`src/alusa_pkg.sv`:
```
// Shared constants and types for the ALU status and operand addressing block
package alusa_pkg;

  // Flag register layout
  localparam int FLAG_C_POS     = 0;
  localparam int FLAG_NC_POS    = 1;
  localparam int FLAG_Z_POS     = 2;
  localparam int FLAG_OV_POS    = 3;
  localparam int FLAG_N_POS     = 4;
  localparam int FLAG_WIDTH     = 5;
  localparam logic [4:0] FLAGS_RESET = 5'h00;

  // Data memory address of the flag register (12-bit linear space)
  localparam logic [11:0] ALU_FLAGS_ADDR = 12'hFD8;
  // Access bank split: low part maps to bank 0, upper part to bank F
  localparam logic [7:0]  ACCESS_SPLIT   = 8'h60;
  localparam logic [3:0]  ACCESS_HI_BANK = 4'hF;
  // Largest literal offset for indexed mode
  localparam logic [7:0]  INDEX_MAX      = 8'h5F;

  // Register port map (word offsets)
  localparam logic [3:0] REG_FLAGS     = 4'h0;
  localparam logic [3:0] REG_BANK      = 4'h1;
  localparam logic [3:0] REG_WREG      = 4'h2;
  localparam logic [3:0] REG_PTR_LO    = 4'h3;
  localparam logic [3:0] REG_PTR_HI    = 4'h4;
  localparam logic [3:0] REG_LAST_ADDR = 4'h5;
  localparam logic [3:0] REG_LAST_RES  = 4'h6;

  // Operations presented by the decoder
  typedef enum logic [4:0] {
    ALUSA_NOP,
    ALUSA_ADD_WREG_FILE,
    ALUSA_ADD_LITERAL,
    ALUSA_SUB_FROM_LITERAL,
    ALUSA_SUB_WREG_FROM_FILE,
    ALUSA_LOAD_LITERAL,
    ALUSA_CLEAR_FILE,
    ALUSA_BIT_CLEAR,
    ALUSA_BIT_SET,
    ALUSA_NIBBLE_SWAP,
    ALUSA_FILE_TO_FILE_MOVE,
    ALUSA_WREG_TO_FILE,
    ALUSA_AND_WREG_FILE,
    ALUSA_IOR_WREG_FILE,
    ALUSA_XOR_WREG_FILE,
    ALUSA_MOVE_FILE,
    ALUSA_DECIMAL_ADJUST,
    ALUSA_SLEEP,
    ALUSA_RESET,
    ALUSA_CALL,
    ALUSA_JUMP
  } alusa_op_t;

  // Execution sequencer states
  typedef enum logic [0:0] {
    ALUSA_IDLE,
    ALUSA_HALT
  } alusa_state_t;

endpackage : alusa_pkg

```
`src/alusa_core.sv`:
```
// ALU flag generation, operand address resolution and result routing
//
// Decided for this implementation: the plain strobed port and the register offsets.
`timescale 1ns/100ps
`default_nettype none
// What this block does
// - Flag register is an ordinary operand, readable and writable like other registers.
// - Flag-affecting op aimed at flag register drops result, only flags update.
// - Clearing flag register sets zero flag, keeps other flag bits.
// - Bit clear/set, swap, working-register and file-to-file moves leave all five flags untouched unless the flag register is their target.
// - In subtraction carry and nibble carry mean not-borrow.
// - Negative flag bit 4 equals result bit 7.
// - Overflow flag bit 3 set on signed overflow of the result.
// - Zero flag bit 2 set when result is zero, else cleared.
// - Nibble carry bit 1 is carry out of result bit 3 for add/sub.
// - Carry bit 0 is carry out of result bit 7 for add/sub.
// - Inherent ops use no operand field, act globally or on implied register.
// - Literal ops take constant from opcode; call/jump carry 20-bit target.
// - File ops take the 8-bit address from the opcode low byte.
// - Bank bit 1 joins bank select with the 8-bit address.
// - Bank bit 0 maps the 8-bit address into the access bank.
// - Full 12-bit address ops use it directly, bank select ignored.
// - Destination bit 1 writes back to file, 0 writes working register.
// - Ops without destination bit write a fixed implied location.
// - Indexed literal-offset mode only with extended ops enabled.
// - Extended, access bank, address up to 5Fh: offset from third pointer pair.
module alusa_core
  import alusa_pkg::*;
(
  input  wire logic              clk,
  input  wire logic              reset_n,
  input  wire logic              extended_ops_enable,
  input  wire logic              instr_valid,
  input  wire alusa_pkg::alusa_op_t instr_op,
  input  wire logic [15:0]       instr_word,
  input  wire logic [11:0]       full_addr,
  input  wire logic [7:0]        file_data,
  input  wire logic [3:0]        reg_addr,
  input  wire logic [7:0]        reg_wdata,
  input  wire logic              reg_write,
  input  wire logic              reg_read,
  output logic [7:0]             reg_rdata,
  output logic [11:0]            mem_addr,
  output logic [7:0]             mem_wdata,
  output logic                   mem_write,
  output logic [7:0]             wreg,
  output logic [4:0]             alu_flags,
  output logic [19:0]            jump_target,
  output logic                   jump_valid,
  output logic                   sleep_req,
  output logic                   soft_reset_req
);
  import alusa_pkg::*;

  // Decoded opcode fields
  logic [7:0]  lit;
  logic        dest_bit;
  logic        bank_bit;
  logic [2:0]  bit_sel;
  logic [3:0]  bank_select;
  logic [11:0] third_pointer_pair;
  logic [11:0] next_addr;
  logic [8:0]  sum;
  logic [4:0]  nib;
  logic [7:0]  opa;
  logic [7:0]  opb;
  logic        is_arith;
  logic        sets_zn;
  logic        to_file;
  logic        to_wreg;
  logic        writes_any;
  logic [7:0]  result;
  logic [4:0]  next_flags;
  logic        flag_target;
  logic [11:0] last_addr;
  logic [7:0]  last_result;
  alusa_state_t state;

  assign lit      = instr_word[7:0];
  assign dest_bit = instr_word[9];
  assign bank_bit = instr_word[8];
  assign bit_sel  = instr_word[11:9];

  // Operand address resolution, full-address ops first
  function automatic logic [11:0] resolve_addr(input logic full, input logic [11:0] faddr,
                                              input logic a, input logic [7:0] f,
                                              input logic [3:0] bsel, input logic ext,
                                              input logic [11:0] ptr);
    logic [11:0] r;
    r = 12'h000;
    if (full)
      r = faddr;
    else if (a)
      r = {bsel, f};
    else if (ext && (f <= INDEX_MAX))
      r = ptr + {4'h0, f};
    else if (f < ACCESS_SPLIT)
      r = {4'h0, f};
    else
      r = {ACCESS_HI_BANK, f};
    return r;
  endfunction : resolve_addr

  assign next_addr = resolve_addr(instr_op == ALUSA_FILE_TO_FILE_MOVE, full_addr, bank_bit, lit,
                                  bank_select, extended_ops_enable, third_pointer_pair);
  assign flag_target = (next_addr == ALU_FLAGS_ADDR);

  // Operand read sees the flag register when it is the source
  assign opb = flag_target ? {3'h0, alu_flags} : file_data;

  // Datapath result and flag candidates
  always_comb
  begin
    opa        = wreg;
    sum        = 9'h000;
    nib        = 5'h00;
    result     = 8'h00;
    is_arith   = 1'b0;
    sets_zn    = 1'b0;
    to_file    = 1'b0;
    to_wreg    = 1'b0;
    case (instr_op)
      ALUSA_ADD_WREG_FILE, ALUSA_ADD_LITERAL:
      begin
        opa      = (instr_op == ALUSA_ADD_LITERAL) ? lit : opb;
        sum      = {1'b0, wreg} + {1'b0, opa};
        nib      = {1'b0, wreg[3:0]} + {1'b0, opa[3:0]};
        result   = sum[7:0];
        is_arith = 1'b1;
        sets_zn  = 1'b1;
        to_file  = (instr_op == ALUSA_ADD_WREG_FILE) && dest_bit;
        to_wreg  = !to_file;
      end
      ALUSA_SUB_FROM_LITERAL, ALUSA_SUB_WREG_FROM_FILE:
      begin
        opa      = (instr_op == ALUSA_SUB_FROM_LITERAL) ? lit : opb;
        sum      = {1'b0, opa} + {1'b0, ~wreg} + 9'h001;
        nib      = {1'b0, opa[3:0]} + {1'b0, ~wreg[3:0]} + 5'h01;
        result   = sum[7:0];
        is_arith = 1'b1;
        sets_zn  = 1'b1;
        to_file  = (instr_op == ALUSA_SUB_WREG_FROM_FILE) && dest_bit;
        to_wreg  = !to_file;
      end
      ALUSA_AND_WREG_FILE, ALUSA_IOR_WREG_FILE, ALUSA_XOR_WREG_FILE, ALUSA_MOVE_FILE:
      begin
        case (instr_op)
          ALUSA_AND_WREG_FILE: result = wreg & opb;
          ALUSA_IOR_WREG_FILE: result = wreg | opb;
          ALUSA_XOR_WREG_FILE: result = wreg ^ opb;
          default:             result = opb;
        endcase
        sets_zn = 1'b1;
        to_file = dest_bit;
        to_wreg = !dest_bit;
      end
      ALUSA_CLEAR_FILE:
      begin
        result  = 8'h00;
        sets_zn = 1'b1;
        to_file = 1'b1;
      end
      ALUSA_NIBBLE_SWAP:
      begin
        result  = {opb[3:0], opb[7:4]};
        to_file = dest_bit;
        to_wreg = !dest_bit;
      end
      ALUSA_BIT_CLEAR:
      begin
        result  = opb & ~(8'h01 << bit_sel);
        to_file = 1'b1;
      end
      ALUSA_BIT_SET:
      begin
        result  = opb | (8'h01 << bit_sel);
        to_file = 1'b1;
      end
      ALUSA_WREG_TO_FILE:
      begin
        result  = wreg;
        to_file = 1'b1;
      end
      ALUSA_FILE_TO_FILE_MOVE:
      begin
        result  = file_data;
        to_file = 1'b1;
      end
      ALUSA_LOAD_LITERAL:
      begin
        result  = lit;
        to_wreg = 1'b1;
      end
      ALUSA_DECIMAL_ADJUST:
      begin
        // Implied working register, no operand field
        opa = wreg;
        if (wreg[3:0] > 4'h9 || alu_flags[FLAG_NC_POS])
          opa = opa + 8'h06;
        sum = {1'b0, opa};
        if (opa[7:4] > 4'h9 || alu_flags[FLAG_C_POS])
          sum = {1'b0, opa} + 9'h060;
        result  = sum[7:0];
        to_wreg = 1'b1;
      end
      default:
      begin
        result = 8'h00;
      end
    endcase
  end

  assign writes_any = to_file || to_wreg;

  // Next flag value: arithmetic sets all five, logic sets zero and negative
  always_comb
  begin
    next_flags = alu_flags;
    if (is_arith)
    begin
      next_flags[FLAG_C_POS]  = sum[8];
      next_flags[FLAG_NC_POS] = nib[4];
      next_flags[FLAG_OV_POS] = (opa[7] == (instr_op inside {ALUSA_ADD_WREG_FILE, ALUSA_ADD_LITERAL}
                                ? wreg[7] : ~wreg[7])) && (result[7] != opa[7]);
    end
    if (sets_zn)
    begin
      next_flags[FLAG_Z_POS] = (result == 8'h00);
      // Clear moves only Z, so N keeps its old value
      if (instr_op != ALUSA_CLEAR_FILE)
        next_flags[FLAG_N_POS] = result[7];
    end
    if (instr_op == ALUSA_DECIMAL_ADJUST)
      next_flags[FLAG_C_POS] = sum[8] | alu_flags[FLAG_C_POS];
  end

  // Flags: flag-affecting op on flag register keeps only flag updates
  always_ff @(posedge clk or negedge reset_n)
  begin
    if (!reset_n)
      alu_flags <= FLAGS_RESET;
    else if (reg_write && reg_addr == REG_FLAGS)
      alu_flags <= reg_wdata[4:0];
    else if (instr_valid && state == ALUSA_IDLE)
    begin
      if (to_file && flag_target && !(is_arith || sets_zn))
        alu_flags <= result[4:0];
      else
        alu_flags <= next_flags;
    end
  end

  // Working register write-back, same edge as the flags
  always_ff @(posedge clk or negedge reset_n)
  begin
    if (!reset_n)
      wreg <= 8'h00;
    else if (reg_write && reg_addr == REG_WREG)
      wreg <= reg_wdata;
    else if (instr_valid && state == ALUSA_IDLE && to_wreg)
      wreg <= result;
  end

  // Data memory write port, suppressed when the flag register is target
  always_ff @(posedge clk or negedge reset_n)
  begin
    if (!reset_n)
    begin
      mem_addr  <= 12'h000;
      mem_wdata <= 8'h00;
      mem_write <= 1'b0;
    end
    else
    begin
      mem_addr  <= next_addr;
      mem_wdata <= result;
      mem_write <= instr_valid && state == ALUSA_IDLE && to_file && !flag_target;
    end
  end

  // Bookkeeping of last resolved address and result for software
  always_ff @(posedge clk or negedge reset_n)
  begin
    if (!reset_n)
    begin
      last_addr   <= 12'h000;
      last_result <= 8'h00;
    end
    else if (instr_valid && state == ALUSA_IDLE && writes_any)
    begin
      last_addr   <= next_addr;
      last_result <= result;
    end
  end

  // Inherent and program-flow requests
  always_ff @(posedge clk or negedge reset_n)
  begin
    if (!reset_n)
    begin
      jump_target    <= 20'h00000;
      jump_valid     <= 1'b0;
      sleep_req      <= 1'b0;
      soft_reset_req <= 1'b0;
    end
    else
    begin
      jump_valid     <= instr_valid && state == ALUSA_IDLE &&
                        (instr_op == ALUSA_CALL || instr_op == ALUSA_JUMP);
      jump_target    <= {full_addr, lit};
      sleep_req      <= instr_valid && state == ALUSA_IDLE && instr_op == ALUSA_SLEEP;
      soft_reset_req <= instr_valid && state == ALUSA_IDLE && instr_op == ALUSA_RESET;
    end
  end

  // Sleep halts execution until software writes the bank register
  always_ff @(posedge clk or negedge reset_n)
  begin
    if (!reset_n)
      state <= ALUSA_IDLE;
    else
      case (state)
        ALUSA_IDLE: if (instr_valid && instr_op == ALUSA_SLEEP) state <= ALUSA_HALT;
        ALUSA_HALT: if (reg_write && reg_addr == REG_BANK) state <= ALUSA_IDLE;
        default:    state <= ALUSA_IDLE;
      endcase
  end

  // Bank select and pointer registers written by software
  always_ff @(posedge clk or negedge reset_n)
  begin
    if (!reset_n)
    begin
      bank_select        <= 4'h0;
      third_pointer_pair <= 12'h000;
    end
    else if (reg_write)
      case (reg_addr)
        REG_BANK:   bank_select <= reg_wdata[3:0];
        REG_PTR_LO: third_pointer_pair[7:0] <= reg_wdata;
        REG_PTR_HI: third_pointer_pair[11:8] <= reg_wdata[3:0];
        default:    bank_select <= bank_select;
      endcase
  end

  // Read port, data one cycle after the strobe, unused bits zero
  always_ff @(posedge clk or negedge reset_n)
  begin
    if (!reset_n)
      reg_rdata <= 8'h00;
    else if (reg_read)
      case (reg_addr)
        REG_FLAGS:     reg_rdata <= {3'h0, alu_flags};
        REG_BANK:      reg_rdata <= {4'h0, bank_select};
        REG_WREG:      reg_rdata <= wreg;
        REG_PTR_LO:    reg_rdata <= third_pointer_pair[7:0];
        REG_PTR_HI:    reg_rdata <= {4'h0, third_pointer_pair[11:8]};
        REG_LAST_ADDR: reg_rdata <= last_addr[7:0];
        REG_LAST_RES:  reg_rdata <= last_result;
        default:       reg_rdata <= 8'h00;
      endcase
    else
      reg_rdata <= 8'h00;
  end

  logic exec;
  assign exec = instr_valid && state == ALUSA_IDLE && !(reg_write && reg_addr == REG_FLAGS);

  zero_flag_a: assert property (@(posedge clk) disable iff (!reset_n)
    exec && sets_zn |=> alu_flags[FLAG_Z_POS] == ($past(result) == 8'h00)) else $error("zero flag wrong");
  neg_flag_a: assert property (@(posedge clk) disable iff (!reset_n)
    exec && sets_zn && instr_op != ALUSA_CLEAR_FILE
    |=> alu_flags[FLAG_N_POS] == $past(result[7])) else $error("negative flag wrong");
  carry_flag_a: assert property (@(posedge clk) disable iff (!reset_n)
    exec && is_arith |=> alu_flags[FLAG_C_POS] == $past(sum[8])) else $error("carry flag wrong");
  nib_flag_a: assert property (@(posedge clk) disable iff (!reset_n)
    exec && is_arith |=> alu_flags[FLAG_NC_POS] == $past(nib[4])) else $error("nibble carry wrong");
  flag_drop_a: assert property (@(posedge clk) disable iff (!reset_n)
    exec && flag_target && (is_arith || sets_zn) |=> !mem_write) else $error("result written to flags");
  clear_flags_a: assert property (@(posedge clk) disable iff (!reset_n)
    exec && instr_op == ALUSA_CLEAR_FILE && flag_target
    |=> alu_flags == ($past(alu_flags) | 5'h04)) else $error("clear flags pattern wrong");
  keep_flags_a: assert property (@(posedge clk) disable iff (!reset_n)
    exec && !flag_target && instr_op inside {ALUSA_BIT_SET, ALUSA_BIT_CLEAR, ALUSA_NIBBLE_SWAP,
    ALUSA_WREG_TO_FILE, ALUSA_FILE_TO_FILE_MOVE} |=> $stable(alu_flags)) else $error("flags disturbed");
  bank_addr_a: assert property (@(posedge clk) disable iff (!reset_n)
    exec && bank_bit && instr_op != ALUSA_FILE_TO_FILE_MOVE
    |=> mem_addr == {$past(bank_select), $past(lit)}) else $error("banked address wrong");
  full_addr_a: assert property (@(posedge clk) disable iff (!reset_n)
    exec && instr_op == ALUSA_FILE_TO_FILE_MOVE |=> mem_addr == $past(full_addr)) else $error("full address wrong");
  dest_wreg_a: assert property (@(posedge clk) disable iff (!reset_n)
    exec && to_wreg && !(reg_write && reg_addr == REG_WREG) |=> wreg == $past(result)) else $error("wreg not written");

endmodule : alusa_core
`default_nettype wire

```
`config.mk`:
```
export PLATFORM = sky130hd
export DESIGN_NAME = alusa_core
export DESIGN_NICKNAME = d
export VERILOG_FILES = /design/src/alusa_pkg.sv /design/src/alusa_core.sv
export SDC_FILE = /design/constraint.sdc
export NUM_CORES = 1
export LEC_CHECK = 0
export BUFFER_PORTS_ARGS = -buffer_cell sky130_fd_sc_hd__buf_2
export CAP_MARGIN = 20
export CORE_MARGIN = 2
export CORE_UTILIZATION = 45
export CTS_CLUSTER_SIZE = 14
export DETAILED_ROUTE_END_ITERATION = 10
export HOLD_SLACK_MARGIN = 0.08
export PLACE_DENSITY = 0.7
export RECOVER_POWER = 25
export SLEW_MARGIN = 30
export SYNTH_ARGS = -nofsm -noshare
export SYNTH_HDL_FRONTEND = slang
export SYNTH_SLANG_ARGS = --single-unit
```
`constraint.sdc`:
```
create_clock -name clk -period 6.45 [get_ports clk]
set_input_delay 0.9675 -clock clk [delete_from_list [all_inputs] [get_ports clk]]
set_output_delay 0.9675 -clock clk [all_outputs]
set_load 0.005 [all_outputs]
```
# Yosys cells after proc, flatten, opt, wreduce, memory -nomap -nowiden
# Cells that the tools add are included.
op_classes:
  addsub: 9
  magnitude_cmp: 4
  n_eq_ne: 30
  shift: 1
  mux: 36
  bitwise: 11
  n_reduce_logical: 52
ops:
  columns: ["operator", "n"]
  rows:
  - ["$pmux 8 s10", 1]
  - ["$mux 8", 8]
  - ["$pmux 8 s7", 1]
  - ["$mux 12", 4]
  - ["$pmux 8 s3", 2]
  - ["$eq 5x4->1 const B", 8]
  - ["$pmux 9 s3", 1]
  - ["$eq 5x5->1 const B", 5]
  - ["$eq 5x3->1 const B", 4]
  - ["$add 8x8->9", 2]
  - ["$logic_and 1x1->1", 18]
  - ["$and 8x8->8", 2]
  - ["$not 8->8", 2]
  - ["$or 8x8->8", 2]
  - ["$mux 5", 3]
  - ["$add 12x8->12", 1]
  - ["$eq 12x12->1 const B", 1]
  - ["$eq 4x3->1 const B", 3]
  - ["$reduce_and 2->1", 6]
  - ["$add 4x4->5", 2]
  - ["$eq 5x2->1 const B", 2]
  - ["$mux 1", 10]
  - ["$pmux 5 s2", 1]
  - ["$reduce_or 5->1", 2]
  - ["33 further kinds", 52]
word_totals:
  register_bits: 98
  in_bits: 59
  elab_cells: 162

# Longest topological paths before layout
# Gate-level depths: netlist (run 1).
logic_depth:
  ltp_word: 17
  mapped_depth: 29
  mapped_depth_nobuf: 27

# Least setup slack after synthesis (run 1)
# Ideal clock, no wire load.
synth_timing:
  path_type: "input-to-reg"
  start: "in instr_word[0]"
  end: "reg alu_flags[3]"
  setup_ns: 0.133
  arrival_ns: 5.744
  t_required_ns: 6.317
  setup_slack_ns: 0.573
  stages: 25
  n_path_buf: 2
  path_cell_list: "ha_1 fa_1 a21o_1 a221oi_2 o22ai_1 mux2i_1 nor2_1 or3b_1 buf_2 o21ai_0 and2_1 a21oi_1 ha_1 nor2b_1 o21ai_0 a21oi_1 o31ai_1 mux2_2 and4_1 o41ai_1 or2_1 buf_4 and4_1 nor4b_2 a211oi_1"
synth_between:
  elab_chain_len: 17
synth_lines:
  columns: ["element", "line_no", "source"]
  rows:
  - ["from (decl)", "alusa_core.sv:35", "input wire logic [15:0] instr_word,"]
  - ["$lt 8x7->1 or $le 8x7->1 (tied branches)", "alusa_core.sv:97, alusa_core.sv:95", null]
  - ["$mux 12 or $logic_and 1x1->1 (tied branches)", "alusa_core.sv:97, alusa_core.sv:95", null]
  - ["$mux 12", "alusa_core.sv:95", "else if (ext && (f <= INDEX_MAX))"]
  - ["$mux 12", "alusa_core.sv:93", "else if (a)"]
  - ["$mux 12", "alusa_core.sv:91", "if (full)"]
  - ["$eq 12x12->1", "alusa_core.sv:106", "assign flag_target = (next_addr == ALU_FLAGS_ADDR);"]
  - ["$mux 8", "alusa_core.sv:109", "assign opb = flag_target ? {3'h0, alu_flags} : file_data;"]
  - ["$mux 8", "alusa_core.sv:136", "opa = (instr_op == ALUSA_SUB_FROM_LITERAL) ? lit : opb;"]
  - ["$add 8x8->9", "alusa_core.sv:137", "sum = {1'b0, opa} + {1'b0, ~wreg} + 9'h001;"]
  - ["$add 9x1->9", "alusa_core.sv:137", null]
  - ["$pmux 8 s10", "alusa_core.sv:122", "case (instr_op)"]
  - ["$ne 1x1->1", "alusa_core.sv:224", "? wreg[7] : ~wreg[7])) && (result[7] != opa[7]);"]
  - ["$logic_and 1x1->1", "alusa_core.sv:224", null]
  - ["$mux 1", "alusa_core.sv:219", "if (is_arith)"]
  - ["$mux 5", "alusa_core.sv:246", "if (to_file && flag_target && !(is_arith || sets_zn))"]
  - ["$mux 5", "alusa_core.sv:244", "else if (instr_valid && state == ALUSA_IDLE)"]
  - ["$mux 5", "alusa_core.sv:242", "else if (reg_write && reg_addr == REG_FLAGS)"]
  - ["to (signal assigned)", "alusa_core.sv:243", "alu_flags <= reg_wdata[4:0];"]
  - ["to (signal assigned)", "alusa_core.sv:247", "alu_flags <= result[4:0];"]
  - ["to (signal assigned)", "alusa_core.sv:249", "alu_flags <= next_flags;"]
  - ["to (decl)", "alusa_core.sv:47", "output logic [4:0] alu_flags,"]
# Several ways; a longest one is shown, not always the timed one. The select of a mux whose other input is x is not followed.
# A chain may end at the register's enable or synchronous reset.

# Worst setup path in the final report (run 1)
layout_timing:
  start: "in instr_word[0]"
  end: "reg last_result[6]"
layout_between:
  elab_chain_len: 11
layout_lines:
  columns: ["element", "line_no", "source"]
  rows:
  - ["$lt 8x7->1 or $le 8x7->1 (tied branches)", "alusa_core.sv:97, alusa_core.sv:95", null]
  - ["$mux 12 or $logic_and 1x1->1 (tied branches)", "alusa_core.sv:97, alusa_core.sv:95", null]
  - ["$mux 12", "alusa_core.sv:95", null]
  - ["$mux 12", "alusa_core.sv:93", null]
  - ["$mux 12", "alusa_core.sv:91", null]
  - ["$eq 12x12->1", "alusa_core.sv:106", null]
  - ["$mux 8", "alusa_core.sv:109", null]
  - ["$mux 8", "alusa_core.sv:136", null]
  - ["$add 8x8->9", "alusa_core.sv:137", null]
  - ["$add 9x1->9", "alusa_core.sv:137", null]
  - ["$pmux 8 s10 *", "alusa_core.sv:122", null]
  - ["via result[6]", "alusa_core.sv:72", "logic [7:0] result;"]
  - ["to (signal assigned)", "alusa_core.sv:292", "last_result <= result;"]
  - ["to (decl)", "alusa_core.sv:76", "logic [7:0] last_result;"]
# Mark *: on every way through the listed nets, which the timed path passes. The rest lies on a longest branch.

==> results of run 1 <==
[kinds of logic after synthesis]
family,Yosys count
and+or+nand+nor,283
AOI/OAI and AO/OA,253
DFF,98
buffers and inverters,78
muxes,54
adders and majority gates,47
xor gates and xnor gates,20
[cell usage in the layout, fill, tap and decap left out, drive strengths merged, types with 8 or more instances in the layout]
master,n
mux2,35
dfrtp,98
nand2,66
a211oi,10
ha,44
a21o,14
o21ai,65
inv,37
nor2,69
clkbuf,28
mux2i,19
nand3,24
a21oi,70
nor2b,18
a22o,13
and3,9
a221oi,9
xnor2,14
buf,168
nand2b,20
nor3,25
o211ai,8
a31oi,13
[metal layers]
metal	share of wire	global-route usage
met1	0.43	0.410
met2	0.44	0.443
met3	0.097	0.0529
met4	0.037	0.119
met5	0	0
[worst paths after layout]
| path | end | slack, ns | start | cells past startpoint |
|---|---|---|---|---|
| worst min-delay path | state | 0.50 | state | 1 |
| worst max-delay path | last_result[6] | 0.27 | instr_word[0] | 28 |
| min in group asynchronous | mem_addr[10] | 0.90 | reset_n | 1 |
| worst min register to register | state | 0.50 | state | 1 |
| worst max register to register | last_result[6] | 0.55 | third_pointer_pair[0] | 27 |
| max in group asynchronous | reg_rdata[3] | 1.42 | reset_n | 2 |
[final cells by class]
type,count,share of cell area
Inverter,34,0.0146
Multi-Input combinational cell,657,0.518
Clock buffer,9,0.0257
Tap cell,216,0.0308
Sequential cell,98,0.280
Clock inverter,7,0.00956
Timing Repair Buffer,187,0.122
[per-stage QoR]
stage / area (µm²) / worst slack [ns] / instances
floorplan: 7310 / 0.573 / 833
global placement: 8470 / -0.0215 / 1191
detailed placement: 8480 / -0.111 / 1191
CTS: 8790 / 0.227 / 1207
global route: 8770 / 0.0281 / 1208
finish: 8770 / 0.272 / 1208
[power by group]
part | total [mW] | switching (mW) | internal (mW)
sequential | 0.880 | 0.161 | 0.719
clock | 0.551 | 0.244 | 0.307
combinational | 0.922 | 0.502 | 0.420
total | 2.35 | 0.907 | 1.45
[flip-flops by register name, summed over array words and instances (netlist names), 4 cells and up]
| register | cells |
|---|---|
| jump_target | 20 |
| mem_addr | 12 |
| third_pointer_pair | 12 |
| last_addr | 8 |
| last_result | 8 |
| mem_wdata | 8 |
| reg_rdata | 8 |
| wreg | 8 |
| alu_flags | 5 |
| bank_select | 4 |
[repair_timing]
action	CTS	global route
setup endpoints to repair	0	7
buffers inserted	0	1
gates resized for setup	0	8
[worst max-delay path: cells and delay by family]
family	cells	cell delay, ns
xor+xnor	1	0.10
compound gates	12	2.27
buf+inv	7	1.02
mux	2	0.45
simple gates	3	0.63
fa+ha+maj	3	0.96
==> out/metrics.csv, run 1 <==
metric,value,unit
status,finished with violations,
failing checks,"capacitance limit, slew limit",
clk_lat worst skew,0.35,ns
Total Neg Setup Slack,0,ns
die area,17300,µm²
clk buf depth,2,
DRT Pass-1 Iters,5,
"Seq/Total Area, Yosys",0.336,
TritonCTS clock tree,yes,
DR vias/cell,6.06,
CTS clock-pin slew for the worst setup and hold paths,0.07,ns
Cells after Synth,833,
Synth top area share,0.336,
IO Port Bufs,119,
Synth Flop Type,dfrtp_1,
area occupied by registers,2450,µm²
Static Leak,3.98,nW
core area,15900,µm²
post-synthesis compound-gate area fraction,0.227,
I/O pins,124,
syn nets,939,
Worst setup SP type,input pin,
Avg Synthesized Cell Area,8.77,µm²
Synth Cell Area,7310,µm²
total gr overflow,0,
initial DRC count,972,
Avg WL per Cell,21.0,µm
post-layout util,0.552,
"top cells by area, synth","dfrtp_1 34%, ha_1 7.5%, mux2_2 5.2%, a21oi_1 4.7%, o21ai_0 4.0%",
P&R area growth vs syn,20.0,%
clock buffer count from CTS,9,
Rows,46,
largest net degree at the start of global routing,72,
Worst VDD drop,0.150,mV
Post-Synth Adder-Cell Area,0.0835,
initial antenna violation count,0,
DR DRC count,0,
filler instances,1493,
min Tclk post-route,6.18,ns
CP Max Fanout,8,
Cell Pwr Density,268,nW/µm²
largest family of logic cells by synthesized area,compound AO/OA/AOI/OAI gates,
maxcap violations,1,
Setup Crit Path Kind,in -> reg,
Rel. slew slack,-1.47,
total power,2.35,mW
unique cell type count in the Yosys netlist,82,
WP data required,6.70,ns
area share of and/or/nand/nor cells after synthesis,0.202,
top-count cell post-synth,dfrtp_1,
post-synthesis mux area share,0.0805,
Slew @ Worst Pin,3.71,ns
Yosys reg bits,98,
Post-synth EDFFs,0,
Final ANT Viol Nets,0,
post-synth top area cell,dfrtp_1,
RSZ-0062 raised after global routing,false,
first-pass GRT wire length,39200,µm
Final Cycle Share,0.958,
Die Ht,131,µm
initial core utilization,0.460,
number of synthesis warnings,0,
clock skew,0.00800,ns
layout cell share with drive strength beyond 1,0.254,
CTS sink cnt,98,
hold slack,0.503,ns
async set-reset flop share out of synthesis,1.00,
Worst path slowest cell,or3b_1,
max incr delay on CP,0.42,ns
Final Hold Viols,0,
number of hold buffers added after CTS,0,
Final Setup Violations,0,
final wirelength,25400,µm
Peak Freq,0.162,GHz
post-synthesis xor/xnor area fraction,0.0240,
Post-synth top cells,"98 x dfrtp_1, 68 x a21oi_1, 68 x nor2_1",
max-slew violations,72,
Worst Hold Class,reg -> reg,
Die Wd,131,µm
vias in the first global route,7012,
Worst Setup End Kind,flop,
Total Routing Usage GR,0.291,
WP data arrival,6.42,ns
antenna diode count,0,
Multi-input gate area,4540,µm²
# H-tree levels,3,
Root Driver,clkbuf_16,
Detail Placement HPWL,19500,µm
"most used cell, CP",buf_4,
# nets final,1093,
Via Count,7315,
gp weighted congestion,0.978,
No activity file was read; power rests on OpenSTA's default activity.
==> run 2: changes to the inputs <==
Settings changed: ABC_AREA set to 1, PLACE_DENSITY 0.7 to not set, PLACE_DENSITY_LB_ADDON set to 0.1.
==> out/metrics.csv, run 2 <==
metric,value,unit,change
WP data arrival,6.18,ns,was 6.42 ns
P&R area growth vs syn,16.0,%,was 20.0%
min Tclk post-route,5.89,ns,was 6.18 ns
die area,17000,µm²,was 17300 µm²
Post-synth EDFFs,0,,unchanged
Setup Crit Path Kind,in -> reg,,unchanged
Rows,46,,unchanged
TritonCTS clock tree,yes,,unchanged
"Seq/Total Area, Yosys",0.342,,was 0.336
clk_lat worst skew,0.35,ns,about the same
I/O pins,124,,unchanged
Static Leak,4.35,nW,was 3.98 nW
Via Count,7340,,was 7315
max-slew violations,48,,was 72
Detail Placement HPWL,19900,µm,was 19500 µm
# H-tree levels,3,,unchanged
Worst Hold Class,reg -> reg,,unchanged
top layer in use,met4,,unchanged
most frequent cells in the layout,"266 x nand2_1, 158 x inv_1, 102 x buf_2",,"was 106 x buf_2, 98 x dfrtp_1, 68 x nor2_1"
unique cell type count in the Yosys netlist,53,,was 82
CTS sink cnt,98,,unchanged
postcts setup bufs,0,,unchanged
syn nets,1114,,was 939
area occupied by registers,2450,µm²,unchanged
DR DRC count,0,,unchanged
RSZ-0062 raised after global routing,false,,unchanged
post-layout util,0.530,,was 0.552
Root Driver,clkbuf_16,,unchanged
Yosys reg bits,98,,unchanged
CP Max Fanout,6,,was 8
clock skew,0.0102,ns,was 0.00800 ns
placed cell count,1337,,was 1191
Slew @ Worst Pin,2.42,ns,was 3.71 ns
DRT Pass-1 Iters,5,,unchanged
number of synthesis warnings,0,,unchanged
max reg flops,20,,unchanged
DR vias/cell,5.42,,was 6.06
failing checks,"capacitance limit, slew limit",,unchanged
Total Neg Setup Slack,0,ns,unchanged
filler instances,1621,,was 1493
Finished Layout Cells,1353,,was 1208
DR WL met3,1650,µm,was 2470 µm
Final Cycle Share,0.913,,was 0.958
antenna diode count,0,,unchanged
status,finished with violations,,unchanged
total gr overflow,0,,unchanged
"most used cell, CP",nand2_1,,was buf_4
WP data required,6.75,ns,was 6.70 ns
Worst path slowest cell,a21oi_2,,was or3b_1
Rel. slew slack,-0.613,,was -1.47
core area,15700,µm²,was 15900 µm²
first-pass GRT wire length,37900,µm,was 39200 µm
Post-synth top cells,"266 x nand2_1, 158 x inv_1, 98 x dfrtp_1",,"was 98 x dfrtp_1, 68 x a21oi_1, 68 x nor2_1"
initial DRC count,617,,was 972
Worst Setup End Kind,flop,,unchanged
CTS clock-pin slew for the worst setup and hold paths,0.07,ns,about the same
Synth Cell Area,7180,µm²,was 7310 µm²
Cells after Synth,1008,,was 833
Final Hold Viols,0,,unchanged
gp weighted congestion,0.982,,was 0.978
largest net degree at the start of global routing,53,,was 72
met2 WL,11900,µm,was 11100 µm
hold slack,0.527,ns,was 0.503 ns
Final Setup Violations,0,,unchanged
"top cells by area, synth","dfrtp_1 34%, nand2_1 14%, inv_1 8.3%, ha_1 7.7%, nand3_1 5.4%",,"was dfrtp_1 34%, ha_1 7.5%, mux2_2 5.2%, a21oi_1 4.7%, o21ai_0 4.0%"
Largest regs,"jump_target x20, mem_addr x12, third_pointer_pair x12",,unchanged
Synth Flop Type,dfrtp_1,,unchanged
# nets final,1238,,was 1093
Met1 Routed Length,10700,µm,was 10900 µm
Largest Register,jump_target,,unchanged
Die Wd,130,µm,was 131 µm
final wirelength,25200,µm,was 25400 µm
async set-reset flop share out of synthesis,1.00,,unchanged
maxcap violations,1,,unchanged
Worst setup SP type,input pin,,unchanged
clk buf depth,2,,unchanged
Final ANT Viol Nets,0,,unchanged
layout cell share with drive strength beyond 1,0.143,,was 0.254
Peak Freq,0.170,GHz,was 0.162 GHz
Die Ht,130,µm,was 131 µm
clock buffer count from CTS,9,,unchanged
Avg WL per Cell,18.6,µm,was 21.0 µm
number of hold buffers added after CTS,0,,unchanged
post-cts resize count,0,,unchanged
initial antenna violation count,0,,unchanged
max incr delay on CP,0.39,ns,was 0.42 ns
top-count cell post-synth,nand2_1,,was dfrtp_1
post-synth top area cell,dfrtp_1,,unchanged
Worst VDD drop,0.138,mV,was 0.150 mV
Cell Pwr Density,285,nW/µm²,was 268 nW/µm²
"commonest non-fill, non-tap cell in the layout",nand2_1,,was buf_2
IO Port Bufs,119,,unchanged
vias in the first global route,6691,,was 7012
initial core utilization,0.457,,was 0.460
Avg Synthesized Cell Area,7.12,µm²,was 8.77 µm²
Multi-input gate area,4040,µm²,was 4540 µm²
Total Routing Usage GR,0.302,,was 0.291
Synth top area share,0.342,,was 0.336
## run 2: cell count changes after synthesis, sizes merged, moves of 13 or more
cell and change:
a21o -13, a21oi -28, clkbuf -22, inv +129, mux2 -35, mux2i -19
nand2 +209, nand2b -20, nand3 +60, nand4 +14, nor2b -18, o21ai +16
xnor2 -14
## run 2: final timing paths
kind | from | slack, ns | endpoint | cells after the start
worst min register to register | third_pointer_pair[11] | 0.53 | third_pointer_pair[11] | 2
worst min-delay path | third_pointer_pair[11] | 0.53 | third_pointer_pair[11] | 2
max in group asynchronous | reset_n | 3.40 | mem_write | 2
worst max register to register | third_pointer_pair[0] | 0.99 | alu_flags[2] | 37
worst max-delay path | instr_word[5] | 0.56 | alu_flags[2] | 35
min in group asynchronous | reset_n | 1.36 | last_addr[4] | 1
## run 2: through the flow
stage | power (mW) | setup WS [ns] | instance area, µm²
final | 2.37 | 0.562 | 8320
after global routing | 2.54 | 0.118 | 8320
after detailed placement | 1.80 | 0.334 | 8030
after floorplan | 1.44 | 1.50 | 7180
after global placement | 1.79 | 0.395 | 8030
after CTS | 2.37 | 0.678 | 8350
## run 2: logic make-up (layout without fill, tap and decap cells)
group,count (synthesis),count (layout),synth area share
buffers and inverters,178,307,0.0964
DFF,98,98,0.342
and+or+nand+nor,483,483,0.302
AOI/OAI and AO/OA,194,194,0.165
xor gates and xnor gates,8,8,0.00976
adders and majority gates,47,47,0.0851
## run 2: layout make-up
class                           count  share of cell area
Inverter                          166              0.0752
Clock buffer                        9              0.0271
Multi-Input combinational cell    732               0.485
Clock inverter                      7              0.0111
Tap cell                          216              0.0325
Sequential cell                    98               0.295
Timing Repair Buffer              125              0.0744
## run 2: metal layers
layer	track usage	vias up
met3	0.0463	59
met4	0.130	0
met5	0	-
li1	-	3601
met1	0.386	3353
met2	0.509	327
## run 2: report_power, final
part | total (mW) | internal [mW] | switching [mW] | leakage [nW]
registers | 0.875 | 0.744 | 0.131 | 1.21
clock network | 0.566 | 0.312 | 0.254 | 0.156
logic | 0.931 | 0.328 | 0.603 | 2.98
total | 2.37 | 1.38 | 0.988 | 4.35
## run 2: worst max-delay path: cells and delay by family
kind / cells / cell delay, ns
AOI/OAI and AO/OA: 8 / 1.57
buffers and inverters: 4 / 0.53
adders and majority gates: 3 / 0.97
and+or+nand+nor: 20 / 2.14
